## src/bolim_pkg.sv

```systemverilog
/*
  Constants, tables and types of the brownout gain limiter block.
  Assumes a 25 MHz core clock and 8-bit registers on a 32-bit bus.
*/
`default_nettype none

package bolim_pkg;

	// ****************************************
	// Clock and time tables
	// ****************************************
	localparam longint unsigned CLK_HZ = 64'd25000000;
	localparam longint unsigned PER_MS = 64'd1000;
	localparam longint unsigned PER_US = 64'd1000000;
	localparam longint unsigned PER_NS = 64'd1000000000;

	typedef logic [31:0] bolim_tbl_t [8];

	localparam bolim_tbl_t REL_MS   = '{5, 10, 25, 50, 100, 250, 500, 1000};
	localparam bolim_tbl_t HOLD_MS  = '{0, 10, 100, 250, 500, 1000, 2000, 0};
	localparam bolim_tbl_t DWELL_US = '{0, 100, 250, 500, 1000, 2000, 4000, 8000};
	localparam bolim_tbl_t ATK_NS   = '{2500, 5000, 10000, 25000, 50000, 100000, 250000, 500000};

	// Rounds up to whole cycles; zero stays zero
	function automatic bolim_tbl_t bolim_to_cyc(input bolim_tbl_t t, input longint unsigned per_s);
		bolim_tbl_t        c;
		longint unsigned   p;
		for (int i = 0; i < 8; i++)
		begin
			p = longint'(t[i]) * CLK_HZ;
			c[i] = (t[i] == 32'h0) ? 32'h0 : 32'((p + per_s - 64'd1) / per_s);
		end
		return c;
	endfunction

	localparam bolim_tbl_t REL_CYC_DEF   = bolim_to_cyc(REL_MS, PER_MS);
	localparam bolim_tbl_t HOLD_CYC_DEF  = bolim_to_cyc(HOLD_MS, PER_MS);
	localparam bolim_tbl_t DWELL_CYC_DEF = bolim_to_cyc(DWELL_US, PER_US);
	localparam bolim_tbl_t ATK_CYC_DEF   = bolim_to_cyc(ATK_NS, PER_NS);
	localparam logic [2:0] HOLD_INF      = 3'h7;

	// ****************************************
	// Attenuation in units of 0.0001 dB
	// ****************************************
	localparam int         ATT_W     = 20;
	localparam logic [19:0] DB_UNIT  = 20'h02710;
	localparam logic [19:0] STEP_MIN = 20'h00271;
	localparam logic [19:0] STEP_ONE = 20'h01388;
	localparam logic [19:0] STEP_INC = 20'h00F76;
	localparam logic [19:0] STEP_MAX = 20'h0EA60;
	localparam logic [3:0]  STEP_TOP = 4'hF;
	localparam logic [6:0]  GCEIL_OFF = 7'h2F;

	// ****************************************
	// Register map (index, byte address is index times four)
	// ****************************************
	localparam int         IDX_LSB  = 2;
	localparam int         IDX_W    = 6;
	localparam logic [5:0] IX_L3RC  = 6'h21;
	localparam logic [5:0] IX_L3TH  = 6'h22;
	localparam logic [5:0] IX_L3HS  = 6'h23;
	localparam logic [5:0] IX_L2DA  = 6'h24;
	localparam logic [5:0] IX_L2AR  = 6'h25;
	localparam logic [5:0] IX_L2RC  = 6'h26;
	localparam logic [5:0] IX_CTRL  = 6'h30;
	localparam logic [5:0] IX_GCEIL = 6'h31;
	localparam logic [5:0] IX_L2TH  = 6'h32;
	localparam logic [5:0] IX_L2HD  = 6'h33;
	localparam logic [5:0] IX_L3DA  = 6'h34;
	localparam logic [5:0] IX_L3AR  = 6'h35;
	localparam logic [5:0] IX_IRQST = 6'h38;
	localparam logic [5:0] IX_IRQCL = 6'h39;
	localparam logic [5:0] IX_IRQEN = 6'h3A;

	localparam logic [7:0] RST_L3RC  = 8'h2C;
	localparam logic [7:0] RST_L3TH  = 8'h4C;
	localparam logic [7:0] RST_L3HS  = 8'h20;
	localparam logic [7:0] RST_L2DA  = 8'h02;
	localparam logic [7:0] RST_L2AR  = 8'h06;
	localparam logic [7:0] RST_L2RC  = 8'h32;
	localparam logic [7:0] RST_CTRL  = 8'h00;
	localparam logic [6:0] RST_GCEIL = 7'h32;
	localparam logic [7:0] RST_L2TH  = 8'h46;
	localparam logic [7:0] RST_L2HD  = 8'h20;

	localparam logic [7:0] MASK_HOLD = 8'hF0;
	localparam logic [7:0] MASK_STEP = 8'hFE;
	localparam logic [7:0] MASK_CTRL = 8'h07;

	// Field positions
	localparam int TOP3_LSB    = 5;
	localparam int STEP_LSB    = 1;
	localparam int DIS_BIT     = 4;
	localparam int CTRL_EN     = 0;
	localparam int CTRL_SRC    = 1;
	localparam int CTRL_FREEZE = 2;
	localparam int CTRL_HCLR   = 3;

	// Interrupt status bits
	localparam int IRQ_W      = 3;
	localparam int IRQ_ATTACK = 0;
	localparam int IRQ_HOLD   = 1;
	localparam int IRQ_IDLE   = 2;

	// ****************************************
	// Limiter states and reported codes
	// ****************************************
	typedef enum logic [4:0]
	{
		ST_IDLE    = 5'h01,
		ST_DWELL   = 5'h02,
		ST_ATTACK  = 5'h04,
		ST_HOLD    = 5'h08,
		ST_RELEASE = 5'h10
	} bolim_state_e;

	localparam logic [3:0] CODE_IDLE  = 4'h0;
	localparam logic [3:0] CODE_ATK3  = 4'h1;
	localparam logic [3:0] CODE_HOLD3 = 4'h5;
	localparam logic [3:0] CODE_REL3  = 4'h9;

endpackage

`default_nettype wire

```

## src/bolim_top.sv

```systemverilog
/*
  Brownout gain limiter, levels 3 and 2: configuration registers on a
  classic Wishbone slave, the limiter state machine and its interrupt.
  Assumes supply samples arrive on clk in threshold code units.

  // Overview of operation
  // Level 3 release interval codes 0-7 pick 5 to 1000 ms, default 1.
  // Level 3 ceiling 0 to -31 dB in 1 dB codes, default 0Ch.
  // Level 3 threshold in 0.05 V codes against selected supply sample.
  // Level 3 hold 0 to 2000 ms; code 7 holds until hold clear.
  // Level 3 disable bit 4 of hold register, reset 0.
  // Read-only state code: idle, attacking, holding, releasing per level.
  // Status freeze high stops state code updates for stable readback.
  // Level 2 dwell codes pick 0 to 8000 us, default 0.
  // Level 2 attack step -0.0625 dB up to -6 dB, default 1.
  // Level 2 attack interval 2.5 to 500 us per step, default 0.
  // Level 2 release step 0.0625 dB up to 6 dB, default 3.
  // Level 2 release interval 5 to 1000 ms, default 1.
  // Level 2 ceiling 0 to -31 dB, default 12h.
  // Writing 1 to hold clear ends infinite hold; bit clears itself.
  // Global ceiling caps total attenuation; codes 2Fh and up disable it.
  // Dwell, attack to ceiling, hold, then release in steps.
*/
// The Wishbone interface to the registers was chosen for this implementation.
`timescale 1ns/10ps
`default_nettype none

module bolim_top
#(
	parameter bolim_pkg::bolim_tbl_t REL_CYC   = bolim_pkg::REL_CYC_DEF,
	parameter bolim_pkg::bolim_tbl_t HOLD_CYC  = bolim_pkg::HOLD_CYC_DEF,
	parameter bolim_pkg::bolim_tbl_t DWELL_CYC = bolim_pkg::DWELL_CYC_DEF,
	parameter bolim_pkg::bolim_tbl_t ATK_CYC   = bolim_pkg::ATK_CYC_DEF
)
(
	input  wire logic        clk,
	input  wire logic        nrst,
	input  wire logic        wb_cyc_i,
	input  wire logic        wb_stb_i,
	input  wire logic        wb_we_i,
	input  wire logic [3:0]  wb_sel_i,
	input  wire logic [7:0]  wb_adr_i,
	input  wire logic [31:0] wb_dat_i,
	input  wire logic [7:0]  battery_sample,
	input  wire logic [7:0]  main_sample,
	output logic      [31:0] wb_dat_o,
	output logic             wb_ack_o,
	output logic             irq,
	output logic      [19:0] gain_reduction
);

	typedef struct packed
	{
		logic                     ack;
		logic [31:0]              dat;
		logic [7:0]               l3rc;
		logic [7:0]               l3th;
		logic [7:0]               l3hs;
		logic [7:0]               l2da;
		logic [7:0]               l2ar;
		logic [7:0]               l2rc;
		logic [7:0]               ctrl;
		logic [6:0]               gceil;
		logic [7:0]               l2th;
		logic [7:0]               l2hd;
		logic [7:0]               l3da;
		logic [7:0]               l3ar;
		logic [2:0]               irq_st;
		logic [2:0]               irq_en;
		logic                     irq;
		bolim_pkg::bolim_state_e  st;
		logic                     lvl2;
		logic [19:0]              att;
		logic [3:0]               code;
		logic                     hclr;
	} bolim_top_s;

	localparam bolim_top_s RST = '{
		l3rc:   bolim_pkg::RST_L3RC,
		l3th:   bolim_pkg::RST_L3TH,
		l3hs:   bolim_pkg::RST_L3HS,
		l2da:   bolim_pkg::RST_L2DA,
		l2ar:   bolim_pkg::RST_L2AR,
		l2rc:   bolim_pkg::RST_L2RC,
		ctrl:   bolim_pkg::RST_CTRL,
		gceil:  bolim_pkg::RST_GCEIL,
		l2th:   bolim_pkg::RST_L2TH,
		l2hd:   bolim_pkg::RST_L2HD,
		l3da:   bolim_pkg::RST_L2DA,
		l3ar:   bolim_pkg::RST_L2AR,
		st:     bolim_pkg::ST_IDLE,
		code:   bolim_pkg::CODE_IDLE,
		default: '0
	};

	bolim_top_s  r;
	bolim_top_s  n;

	logic        req;
	logic        wr;
	logic [5:0]  idx;
	logic [7:0]  rdat;
	logic [2:0]  irq_clr;
	logic [2:0]  ev;
	logic        en;
	logic [7:0]  smp;
	logic        trig3;
	logic        trig2;
	logic        lsel;
	logic        trig_cur;
	logic [7:0]  cfg_da;
	logic [7:0]  cfg_ar;
	logic [7:0]  cfg_rc;
	logic [7:0]  cfg_hd;
	logic [19:0] ceil_lvl;
	logic [19:0] ceil_glb;
	logic [19:0] ceil_eff;
	logic [19:0] atk_step;
	logic [19:0] rel_step;
	logic [20:0] att_sum;
	logic        tmr_start;
	logic [31:0] tmr_load;
	logic        tmr_done;

	// ****************************************
	// Step decoders and interval timer
	// ****************************************
	bolim_step  u_atk_step (.code (cfg_da[bolim_pkg::STEP_LSB +: 4]), .step (atk_step));
	bolim_step  u_rel_step (.code (cfg_ar[bolim_pkg::STEP_LSB +: 4]), .step (rel_step));
	bolim_timer u_timer (.clk (clk), .nrst (nrst), .start (tmr_start), .load (tmr_load), .done (tmr_done));

	// ****************************************
	// Level selection and limits
	// ****************************************
	always_comb
	begin
		en = r.ctrl[bolim_pkg::CTRL_EN];
		smp = r.ctrl[bolim_pkg::CTRL_SRC] ? main_sample : battery_sample;
		trig3 = en & ~r.l3hs[bolim_pkg::DIS_BIT] & (smp < r.l3th); // see
		trig2 = en & ~r.l2hd[bolim_pkg::DIS_BIT] & (smp < r.l2th);
		lsel = r.lvl2 | trig2;
		trig_cur = lsel ? trig2 : trig3;
		cfg_da = lsel ? r.l2da : r.l3da;
		cfg_ar = lsel ? r.l2ar : r.l3ar;
		cfg_rc = lsel ? r.l2rc : r.l3rc;
		cfg_hd = lsel ? r.l2hd : r.l3hs;
		ceil_lvl = {15'h0000, cfg_rc[4:0]} * bolim_pkg::DB_UNIT; // see
		ceil_glb = {13'h0000, r.gceil} * bolim_pkg::DB_UNIT;
		if (r.gceil < bolim_pkg::GCEIL_OFF && ceil_glb < ceil_lvl)
			ceil_eff = ceil_glb;
		else
			ceil_eff = ceil_lvl;
		att_sum = {1'b0, r.att} + {1'b0, atk_step};
	end

	// ****************************************
	// Bus, limiter state machine, interrupt
	// ****************************************
	always_comb
	begin
		n = r;
		req = wb_cyc_i & wb_stb_i;
		idx = wb_adr_i[bolim_pkg::IDX_LSB +: bolim_pkg::IDX_W];
		n.ack = req & ~r.ack;
		wr = req & wb_we_i & r.ack & wb_sel_i[0];
		irq_clr = 3'h0;
		ev = 3'h0;
		tmr_start = 1'b0;
		tmr_load = 32'h00000000;
		n.hclr = 1'b0;

		case (idx)
			bolim_pkg::IX_L3RC:  rdat = r.l3rc;
			bolim_pkg::IX_L3TH:  rdat = r.l3th;
			bolim_pkg::IX_L3HS:  rdat = {r.l3hs[7:4], r.code};
			bolim_pkg::IX_L2DA:  rdat = r.l2da;
			bolim_pkg::IX_L2AR:  rdat = r.l2ar;
			bolim_pkg::IX_L2RC:  rdat = r.l2rc;
			bolim_pkg::IX_CTRL:  rdat = r.ctrl;
			bolim_pkg::IX_GCEIL: rdat = {1'b0, r.gceil};
			bolim_pkg::IX_L2TH:  rdat = r.l2th;
			bolim_pkg::IX_L2HD:  rdat = r.l2hd;
			bolim_pkg::IX_L3DA:  rdat = r.l3da;
			bolim_pkg::IX_L3AR:  rdat = r.l3ar;
			bolim_pkg::IX_IRQST: rdat = {5'h00, r.irq_st};
			bolim_pkg::IX_IRQEN: rdat = {5'h00, r.irq_en};
			default:             rdat = 8'h00;
		endcase
		if (req & ~r.ack)
			n.dat = {24'h000000, rdat};

		if (wr)
		begin
			case (idx)
				bolim_pkg::IX_L3RC:  n.l3rc = wb_dat_i[7:0];
				bolim_pkg::IX_L3TH:  n.l3th = wb_dat_i[7:0];
				bolim_pkg::IX_L3HS:  n.l3hs = wb_dat_i[7:0] & bolim_pkg::MASK_HOLD;
				bolim_pkg::IX_L2DA:  n.l2da = wb_dat_i[7:0] & bolim_pkg::MASK_STEP;
				bolim_pkg::IX_L2AR:  n.l2ar = wb_dat_i[7:0] & bolim_pkg::MASK_STEP;
				bolim_pkg::IX_L2RC:  n.l2rc = wb_dat_i[7:0];
				bolim_pkg::IX_CTRL:
				begin
					n.ctrl = wb_dat_i[7:0] & bolim_pkg::MASK_CTRL;
					n.hclr = wb_dat_i[bolim_pkg::CTRL_HCLR];
				end
				bolim_pkg::IX_GCEIL: n.gceil = wb_dat_i[6:0];
				bolim_pkg::IX_L2TH:  n.l2th = wb_dat_i[7:0];
				bolim_pkg::IX_L2HD:  n.l2hd = wb_dat_i[7:0] & bolim_pkg::MASK_HOLD;
				bolim_pkg::IX_L3DA:  n.l3da = wb_dat_i[7:0] & bolim_pkg::MASK_STEP;
				bolim_pkg::IX_L3AR:  n.l3ar = wb_dat_i[7:0] & bolim_pkg::MASK_STEP;
				bolim_pkg::IX_IRQCL: irq_clr = wb_dat_i[2:0];
				bolim_pkg::IX_IRQEN: n.irq_en = wb_dat_i[2:0];
				default:             n.irq_en = r.irq_en;
			endcase
		end

		case (r.st)
			bolim_pkg::ST_IDLE:
			begin
				if (trig2 | trig3)
				begin
					n.lvl2 = trig2;
					n.st = bolim_pkg::ST_DWELL;
					tmr_start = 1'b1;
					tmr_load = DWELL_CYC[cfg_da[bolim_pkg::TOP3_LSB +: 3]];
				end
			end
			bolim_pkg::ST_DWELL:
			begin
				n.lvl2 = lsel;
				if (!trig_cur)
				begin
					n.st = bolim_pkg::ST_IDLE;
					n.lvl2 = 1'b0;
				end
				else if (tmr_done)
				begin
					n.st = bolim_pkg::ST_ATTACK;
					ev[bolim_pkg::IRQ_ATTACK] = 1'b1;
					tmr_start = 1'b1;
					tmr_load = ATK_CYC[cfg_ar[bolim_pkg::TOP3_LSB +: 3]];
				end
			end
			bolim_pkg::ST_ATTACK:
			begin
				n.lvl2 = lsel;
				if (r.att >= ceil_eff || (tmr_done && att_sum >= {1'b0, ceil_eff}))
				begin
					n.att = ceil_eff;
					n.st = bolim_pkg::ST_HOLD;
					ev[bolim_pkg::IRQ_HOLD] = 1'b1;
					tmr_start = 1'b1;
					tmr_load = HOLD_CYC[cfg_hd[bolim_pkg::TOP3_LSB +: 3]];
				end
				else if (tmr_done)
				begin
					n.att = att_sum[19:0];
					tmr_start = 1'b1;
					tmr_load = ATK_CYC[cfg_ar[bolim_pkg::TOP3_LSB +: 3]];
				end
			end
			bolim_pkg::ST_HOLD:
			begin
				if (trig2 && !r.lvl2)
				begin
					n.lvl2 = 1'b1;
					n.st = bolim_pkg::ST_ATTACK;
					ev[bolim_pkg::IRQ_ATTACK] = 1'b1;
					tmr_start = 1'b1;
					tmr_load = ATK_CYC[cfg_ar[bolim_pkg::TOP3_LSB +: 3]];
				end
				else if (trig_cur)
				begin
					tmr_start = 1'b1;
					tmr_load = HOLD_CYC[cfg_hd[bolim_pkg::TOP3_LSB +: 3]];
				end
				else if (cfg_hd[bolim_pkg::TOP3_LSB +: 3] == bolim_pkg::HOLD_INF ? r.hclr : tmr_done) // see
				begin
					n.st = bolim_pkg::ST_RELEASE;
					tmr_start = 1'b1;
					tmr_load = REL_CYC[cfg_rc[bolim_pkg::TOP3_LSB +: 3]]; // see
				end
			end
			bolim_pkg::ST_RELEASE:
			begin
				if (trig2 | trig3)
				begin
					n.lvl2 = lsel;
					n.st = bolim_pkg::ST_ATTACK;
					ev[bolim_pkg::IRQ_ATTACK] = 1'b1;
					tmr_start = 1'b1;
					tmr_load = ATK_CYC[cfg_ar[bolim_pkg::TOP3_LSB +: 3]];
				end
				else if (tmr_done)
				begin
					if (r.att <= rel_step)
					begin
						n.att = 20'h00000;
						n.lvl2 = 1'b0;
						n.st = bolim_pkg::ST_IDLE;
						ev[bolim_pkg::IRQ_IDLE] = 1'b1;
					end
					else
					begin
						n.att = r.att - rel_step;
						tmr_start = 1'b1;
						tmr_load = REL_CYC[cfg_rc[bolim_pkg::TOP3_LSB +: 3]]; // see
					end
				end
			end
			default:
			begin
				n.st = bolim_pkg::ST_IDLE;
				n.lvl2 = 1'b0;
			end
		endcase

		if (!en)
		begin
			n.st = bolim_pkg::ST_IDLE;
			n.lvl2 = 1'b0;
			n.att = 20'h00000;
		end
		else if (r.gceil < bolim_pkg::GCEIL_OFF && n.att > ceil_glb)
			n.att = ceil_glb;

		// Reported code tracks the registered state
		if (!r.ctrl[bolim_pkg::CTRL_FREEZE])
		begin
			case (r.st)
				bolim_pkg::ST_ATTACK:  n.code = bolim_pkg::CODE_ATK3 + {3'h0, r.lvl2};
				bolim_pkg::ST_HOLD:    n.code = bolim_pkg::CODE_HOLD3 + {3'h0, r.lvl2};
				bolim_pkg::ST_RELEASE: n.code = bolim_pkg::CODE_REL3 + {3'h0, r.lvl2};
				default:               n.code = bolim_pkg::CODE_IDLE;
			endcase
		end

		// New events win over a clear in the same cycle
		n.irq_st = (r.irq_st & ~irq_clr) | ev;
		n.irq = |(n.irq_st & n.irq_en);
	end

	always_ff @(posedge clk or negedge nrst)
	begin
		if (!nrst)
			r <= RST;
		else
			r <= n;
	end

	// ****************************************
	// Outputs
	// ****************************************
	assign wb_dat_o = r.dat;
	assign wb_ack_o = r.ack;
	assign irq = r.irq;
	assign gain_reduction = r.att;

endmodule

`default_nettype wire

```

## src/bolim_step.sv

```systemverilog
/*
  Step size decoder: 4-bit step code to attenuation in 0.0001 dB.
  Assumes the caller selects the code of the active level.
*/
`timescale 1ns/10ps
`default_nettype none

module bolim_step
(
	input  wire logic [3:0]  code,
	output logic      [19:0] step
);

	// ****************************************
	// Lookup
	// ****************************************
	always_comb
	begin
		if (code == 4'h0)
			step = bolim_pkg::STEP_MIN;
		else if (code == bolim_pkg::STEP_TOP)
			step = bolim_pkg::STEP_MAX;
		else
			step = bolim_pkg::STEP_ONE + bolim_pkg::STEP_INC * {16'h0000, code - 4'h1};
	end

endmodule

`default_nettype wire

```

## src/bolim_timer.sv

```systemverilog
/*
  Interval timer: loads a cycle count on start, pulses done when it runs out.
  Assumes start is driven by logic on the same clock.
*/
`timescale 1ns/10ps
`default_nettype none

module bolim_timer
(
	input  wire logic        clk,
	input  wire logic        nrst,
	input  wire logic        start,
	input  wire logic [31:0] load,
	output logic             done
);

	typedef struct packed
	{
		logic [31:0] cnt;
		logic        run;
		logic        done;
	} bolim_tmr_s;

	bolim_tmr_s r;
	bolim_tmr_s n;

	// ****************************************
	// Count down
	// ****************************************
	always_comb
	begin
		n = r;
		n.done = 1'b0;
		if (start)
		begin
			n.cnt = load;
			n.run = 1'b1;
		end
		else if (r.run)
		begin
			if (r.cnt <= 32'h1)
			begin
				n.run = 1'b0;
				n.done = 1'b1;
			end
			else
				n.cnt = r.cnt - 32'h1;
		end
	end

	always_ff @(posedge clk or negedge nrst)
	begin
		if (!nrst)
			r <= '0;
		else
			r <= n;
	end

	assign done = r.done;

endmodule

`default_nettype wire

```

## config.mk

```make
export PLATFORM = sky130hd
export DESIGN_NAME = bolim_top
export DESIGN_NICKNAME = d
export VERILOG_FILES = /design/src/bolim_pkg.sv /design/src/bolim_top.sv /design/src/bolim_step.sv /design/src/bolim_timer.sv
export SDC_FILE = /design/constraint.sdc
export NUM_CORES = 1
export LEC_CHECK = 0
export BUFFER_PORTS_ARGS = -buffer_cell sky130_fd_sc_hd__buf_2
export CAP_MARGIN = 10
export CORE_MARGIN = 8
export CORE_UTILIZATION = 58
export CTS_CLUSTER_SIZE = 28
export DETAILED_ROUTE_END_ITERATION = 6
export GPL_ROUTABILITY_DRIVEN = 0
export HOLD_SLACK_MARGIN = 0.12
export PLACE_DENSITY = 0.77
export SLEW_MARGIN = 20
export SYNTH_ARGS = -nofsm -noshare
export SYNTH_HDL_FRONTEND = slang
export SYNTH_SLANG_ARGS = --single-unit
```

## constraint.sdc

```tcl
create_clock -name clk -period 16.25 [get_ports clk]
set_clock_uncertainty 0.2 [all_clocks]
set_input_delay 4.0625 -clock clk [delete_from_list [all_inputs] [get_ports clk]]
set_output_delay 4.0625 -clock clk [all_outputs]
set_load 0.01 [all_outputs]
```

==> impl_metrics.json <==
{
  "die_h_microns": 194,
  "die_w_microns": 194,
  "wl_per_cell_microns": 21.2,
  "slew_headroom": 0.232,
  "synth_cell_types": 104,
  "vias": 17200,
  "powerDensity_nw_per_um2": 65.6,
  "path_clk_slew_ns": 0.07,
  "antenna_found_initial": 1,
  "status": "completed",
  "first_pass_iters": 6,
  "critPathCaptureType": "flop",
  "static-leakage-power_nw": 9.33,
  "grt_start_max_net_pins": 107,
  "worst_setup_path_start_kind": "input pin",
  "clock_sinks": 159,
  "synth_area_sq_um": 18400,
  "swShare": 0.350,
  "cp.arrival_ns": 15.93,
  "path_max_fanout": 16,
  "power_frac_clock": 0.317,
  "ys_ff_latch": 159,
  "synthCells": 2155,
  "p_switching_w": 0.000448,
  "fin_crit_ns": 15.80,
  "regArea_sq_um": 4010,
  "area_growth_syn_to_layout_pct": 5.67,
  "ys_seq_area_frac": 0.217,
  "crit_path_max_incr_delay_ns": 0.70,
  "clock.fmax_ghz": 0.0633,
  "avgSynthCellArea_sq_um": 8.56,
  "io_buffers": 65,
  "worst_ir_drop_vdd_mv": 0.0611,
  "ios": 119,
  "drv_cap": 0,
  "synthFlopType": "dfrtp_1",
  "grt_pass1_vias": 16600,
  "final-setup-viol-count": 0,
  "combPwrFrac": 0.317,
  "synth_edf_count": 0,
  "clk_path_buf_depth": 2,
  "nNetsFinal": 2502,
  "final_util": 0.619,
  "ant_nets": 0,
  "critPathKind": "input pin to flop",
  "cts_tree": "done",
  "path_buf_inv": 6,
  "cpMaxStageDelayCell": "a2111oi_0",
  "overflow": 0,
  "clk_latency_ns": 0.45,
  "drive_gt1_frac": 0.139,
  "clockRootBuffer": "clkbuf_16",
  "placedCellCount": 2559,
  "p_seq_frac": 0.366,
  "initial_core_util": 0.586,
  "timing.hold.ws_ns": 0.275,
  "critical-path-top-delay-family": "compound AO/OA/AOI/OAI gates",
  "power.internal_w": 0.000831,
  "total_power_w": 0.00128,
  "yosys_warnings": 0,
  "htreeDepth": 4,
  "worstPathRequired_ns": 16.39,
  "hpwl_microns": 43300,
  "hp-class": "flop to flop",
  "num-fill-cells": 2642,
  "min_period_over_period": 0.972,
  "grt_pass1_wl_microns": 86700,
  "cpMostUsedCell": "ha_1",
  "drtIter0Drc": 1917,
  "grt.total_usage": 0.280,
  "multi_input_area_sq_um": 13200,
  "tightest_slew_ns": 1.15,
  "via_per_inst": 6.65,
  "postCtsSetupRepairBufs": 0,
  "hold_violations": 0,
  "placementRows": 65,
  "dieArea_sq_um": 37800,
  "finalNonFillerCells": 2592,
  "rsz0062_at_grt": "false",
  "route.detailed.drc": 0,
  "wirelength_microns": 54900,
  "fp.coreArea_sq_um": 31500,
  "synth-async-reset-ratio": 1.00,
  "cts_buffers": 17,
  "drv_slew": 0,
  "setup_tns_ns": 0
}
==> layout make-up <==
class                      count  area share
sequential                   159       0.206
clock inverter                14     0.00815
inverter                     165      0.0318
antenna                        1    0.000128
clock buffer                  18      0.0220
timing repair buffer          92      0.0274
tap                          402      0.0258
multi-input combinational   1741       0.679
==> per-layer routing <==
metal / part of all wire / up-vias / GRT usage
met5: 0.00024 / - / 0
met4: 0.048 / 2 / 0.130
met3: 0.091 / 170 / 0.0478
met2: 0.45 / 935 / 0.450
met1: 0.42 / 8269 / 0.363
li1: - / 7872 / -
==> layout by cell type, fill, tap and decap left out, drive strengths merged, types with 24 or more instances in the layout <==
master | netlist | layout
ha | 233 | 233
nand2 | 206 | 206
inv | 164 | 168
nor2 | 143 | 143
dfrtp | 135 | 135
a21oi | 121 | 121
o21ai | 119 | 119
buf | 71 | 92
mux2 | 84 | 84
xnor2 | 63 | 63
nor3 | 52 | 52
xor2 | 47 | 47
nand3 | 46 | 46
a21o | 37 | 37
mux2i | 34 | 34
or3 | 31 | 31
a211oi | 30 | 30
and3 | 28 | 28
fa | 28 | 28
o21a | 27 | 27
conb | 2 | 26
dfstp | 24 | 24
==> timing repair <==
item,4_1_cts,5_1_grt
gates resized for setup,0,4
hold buffers,0,0
hold endpoints to repair,0,0
setup endpoints to repair,0,16
==> through the flow <==
| step | instance area [sq um] | setup slack [ns] |
|---|---|---|
| after CTS | 19500 | 0.609 |
| after floorplan | 18500 | 0.385 |
| after detailed placement | 18900 | 0.187 |
| final | 19500 | 0.454 |
| after global placement | 18900 | 0.375 |
| after global routing | 19500 | 0.0192 |
==> synth_stat cells (all sizes together) (34+ instances only) <==
cell	n	area [sq um]
nor3	52	270
xnor2	63	552
a21oi	121	609
inv	164	616
a21o	37	279
clkbuf	43	161
ha	233	2920
xor2	47	412
buf	71	532
o21ai	119	596
nand2	206	781
nand3	46	230
nor2	143	544
dfrtp	135	3380
mux2	84	950
mux2i	34	344
==> kinds of logic (layout without fill, tap and decap cells) <==
family / count (synthesis) / after routing / synth area share
AOI/OAI and AO/OA: 591 / 591 / 0.230
xor gates and xnor gates: 110 / 110 / 0.0522
adders and majority gates: 261 / 261 / 0.188
buffers and inverters: 279 / 289 / 0.0712
DFF: 159 / 159 / 0.217
muxes: 118 / 118 / 0.0702
other: 2 / 27 / 0.000407
and+or+nand+nor: 635 / 635 / 0.170
==> power by group through the flow <==
stage,Clock [W],Sequential (W),Combinational (W)
floorplan,0,0.000466,0.000318
global placement,0,0.000472,0.000383
detailed placement,0,0.000474,0.000395
CTS,0.000408,0.000467,0.000399
global route,0.000423,0.000473,0.000445
finish,0.000405,0.000468,0.000405
==> flip-flops by register name (all words and copies together) (netlist names) <==
| signal | count |
|---|---|
| wb_ack_o | 1 |
| u_timer.done | 1 |
| wb_dat_o | 8 |
| r | 94 |
| gain_reduction | 20 |
| u_timer.r | 33 |
| en | 1 |
| irq | 1 |
==> path summary, 6_finish.rpt <==
kind / from / to / slack (ns) / cells past startpoint
max in group asynchronous: nrst / gain_reduction[0]$_DFF_PN0_ / 11.05 / 2
worst max register to register: r[78]$_DFFE_PN0P_ / gain_reduction[8]$_DFF_PN0_ / 3.37 / 43
min in group asynchronous: nrst / wb_ack_o$_DFF_PN0_ / 3.55 / 1
worst max-delay path: main_sample[3] / gain_reduction[8]$_DFF_PN0_ / 0.45 / 44
worst min register to register: wb_dat_o[4]$_DFFE_PN0P_ / wb_dat_o[4]$_DFFE_PN0P_ / 0.27 / 1
worst min-delay path: wb_dat_o[4]$_DFFE_PN0P_ / wb_dat_o[4]$_DFFE_PN0P_ / 0.27 / 1
Power figures use the tool's default switching activity.
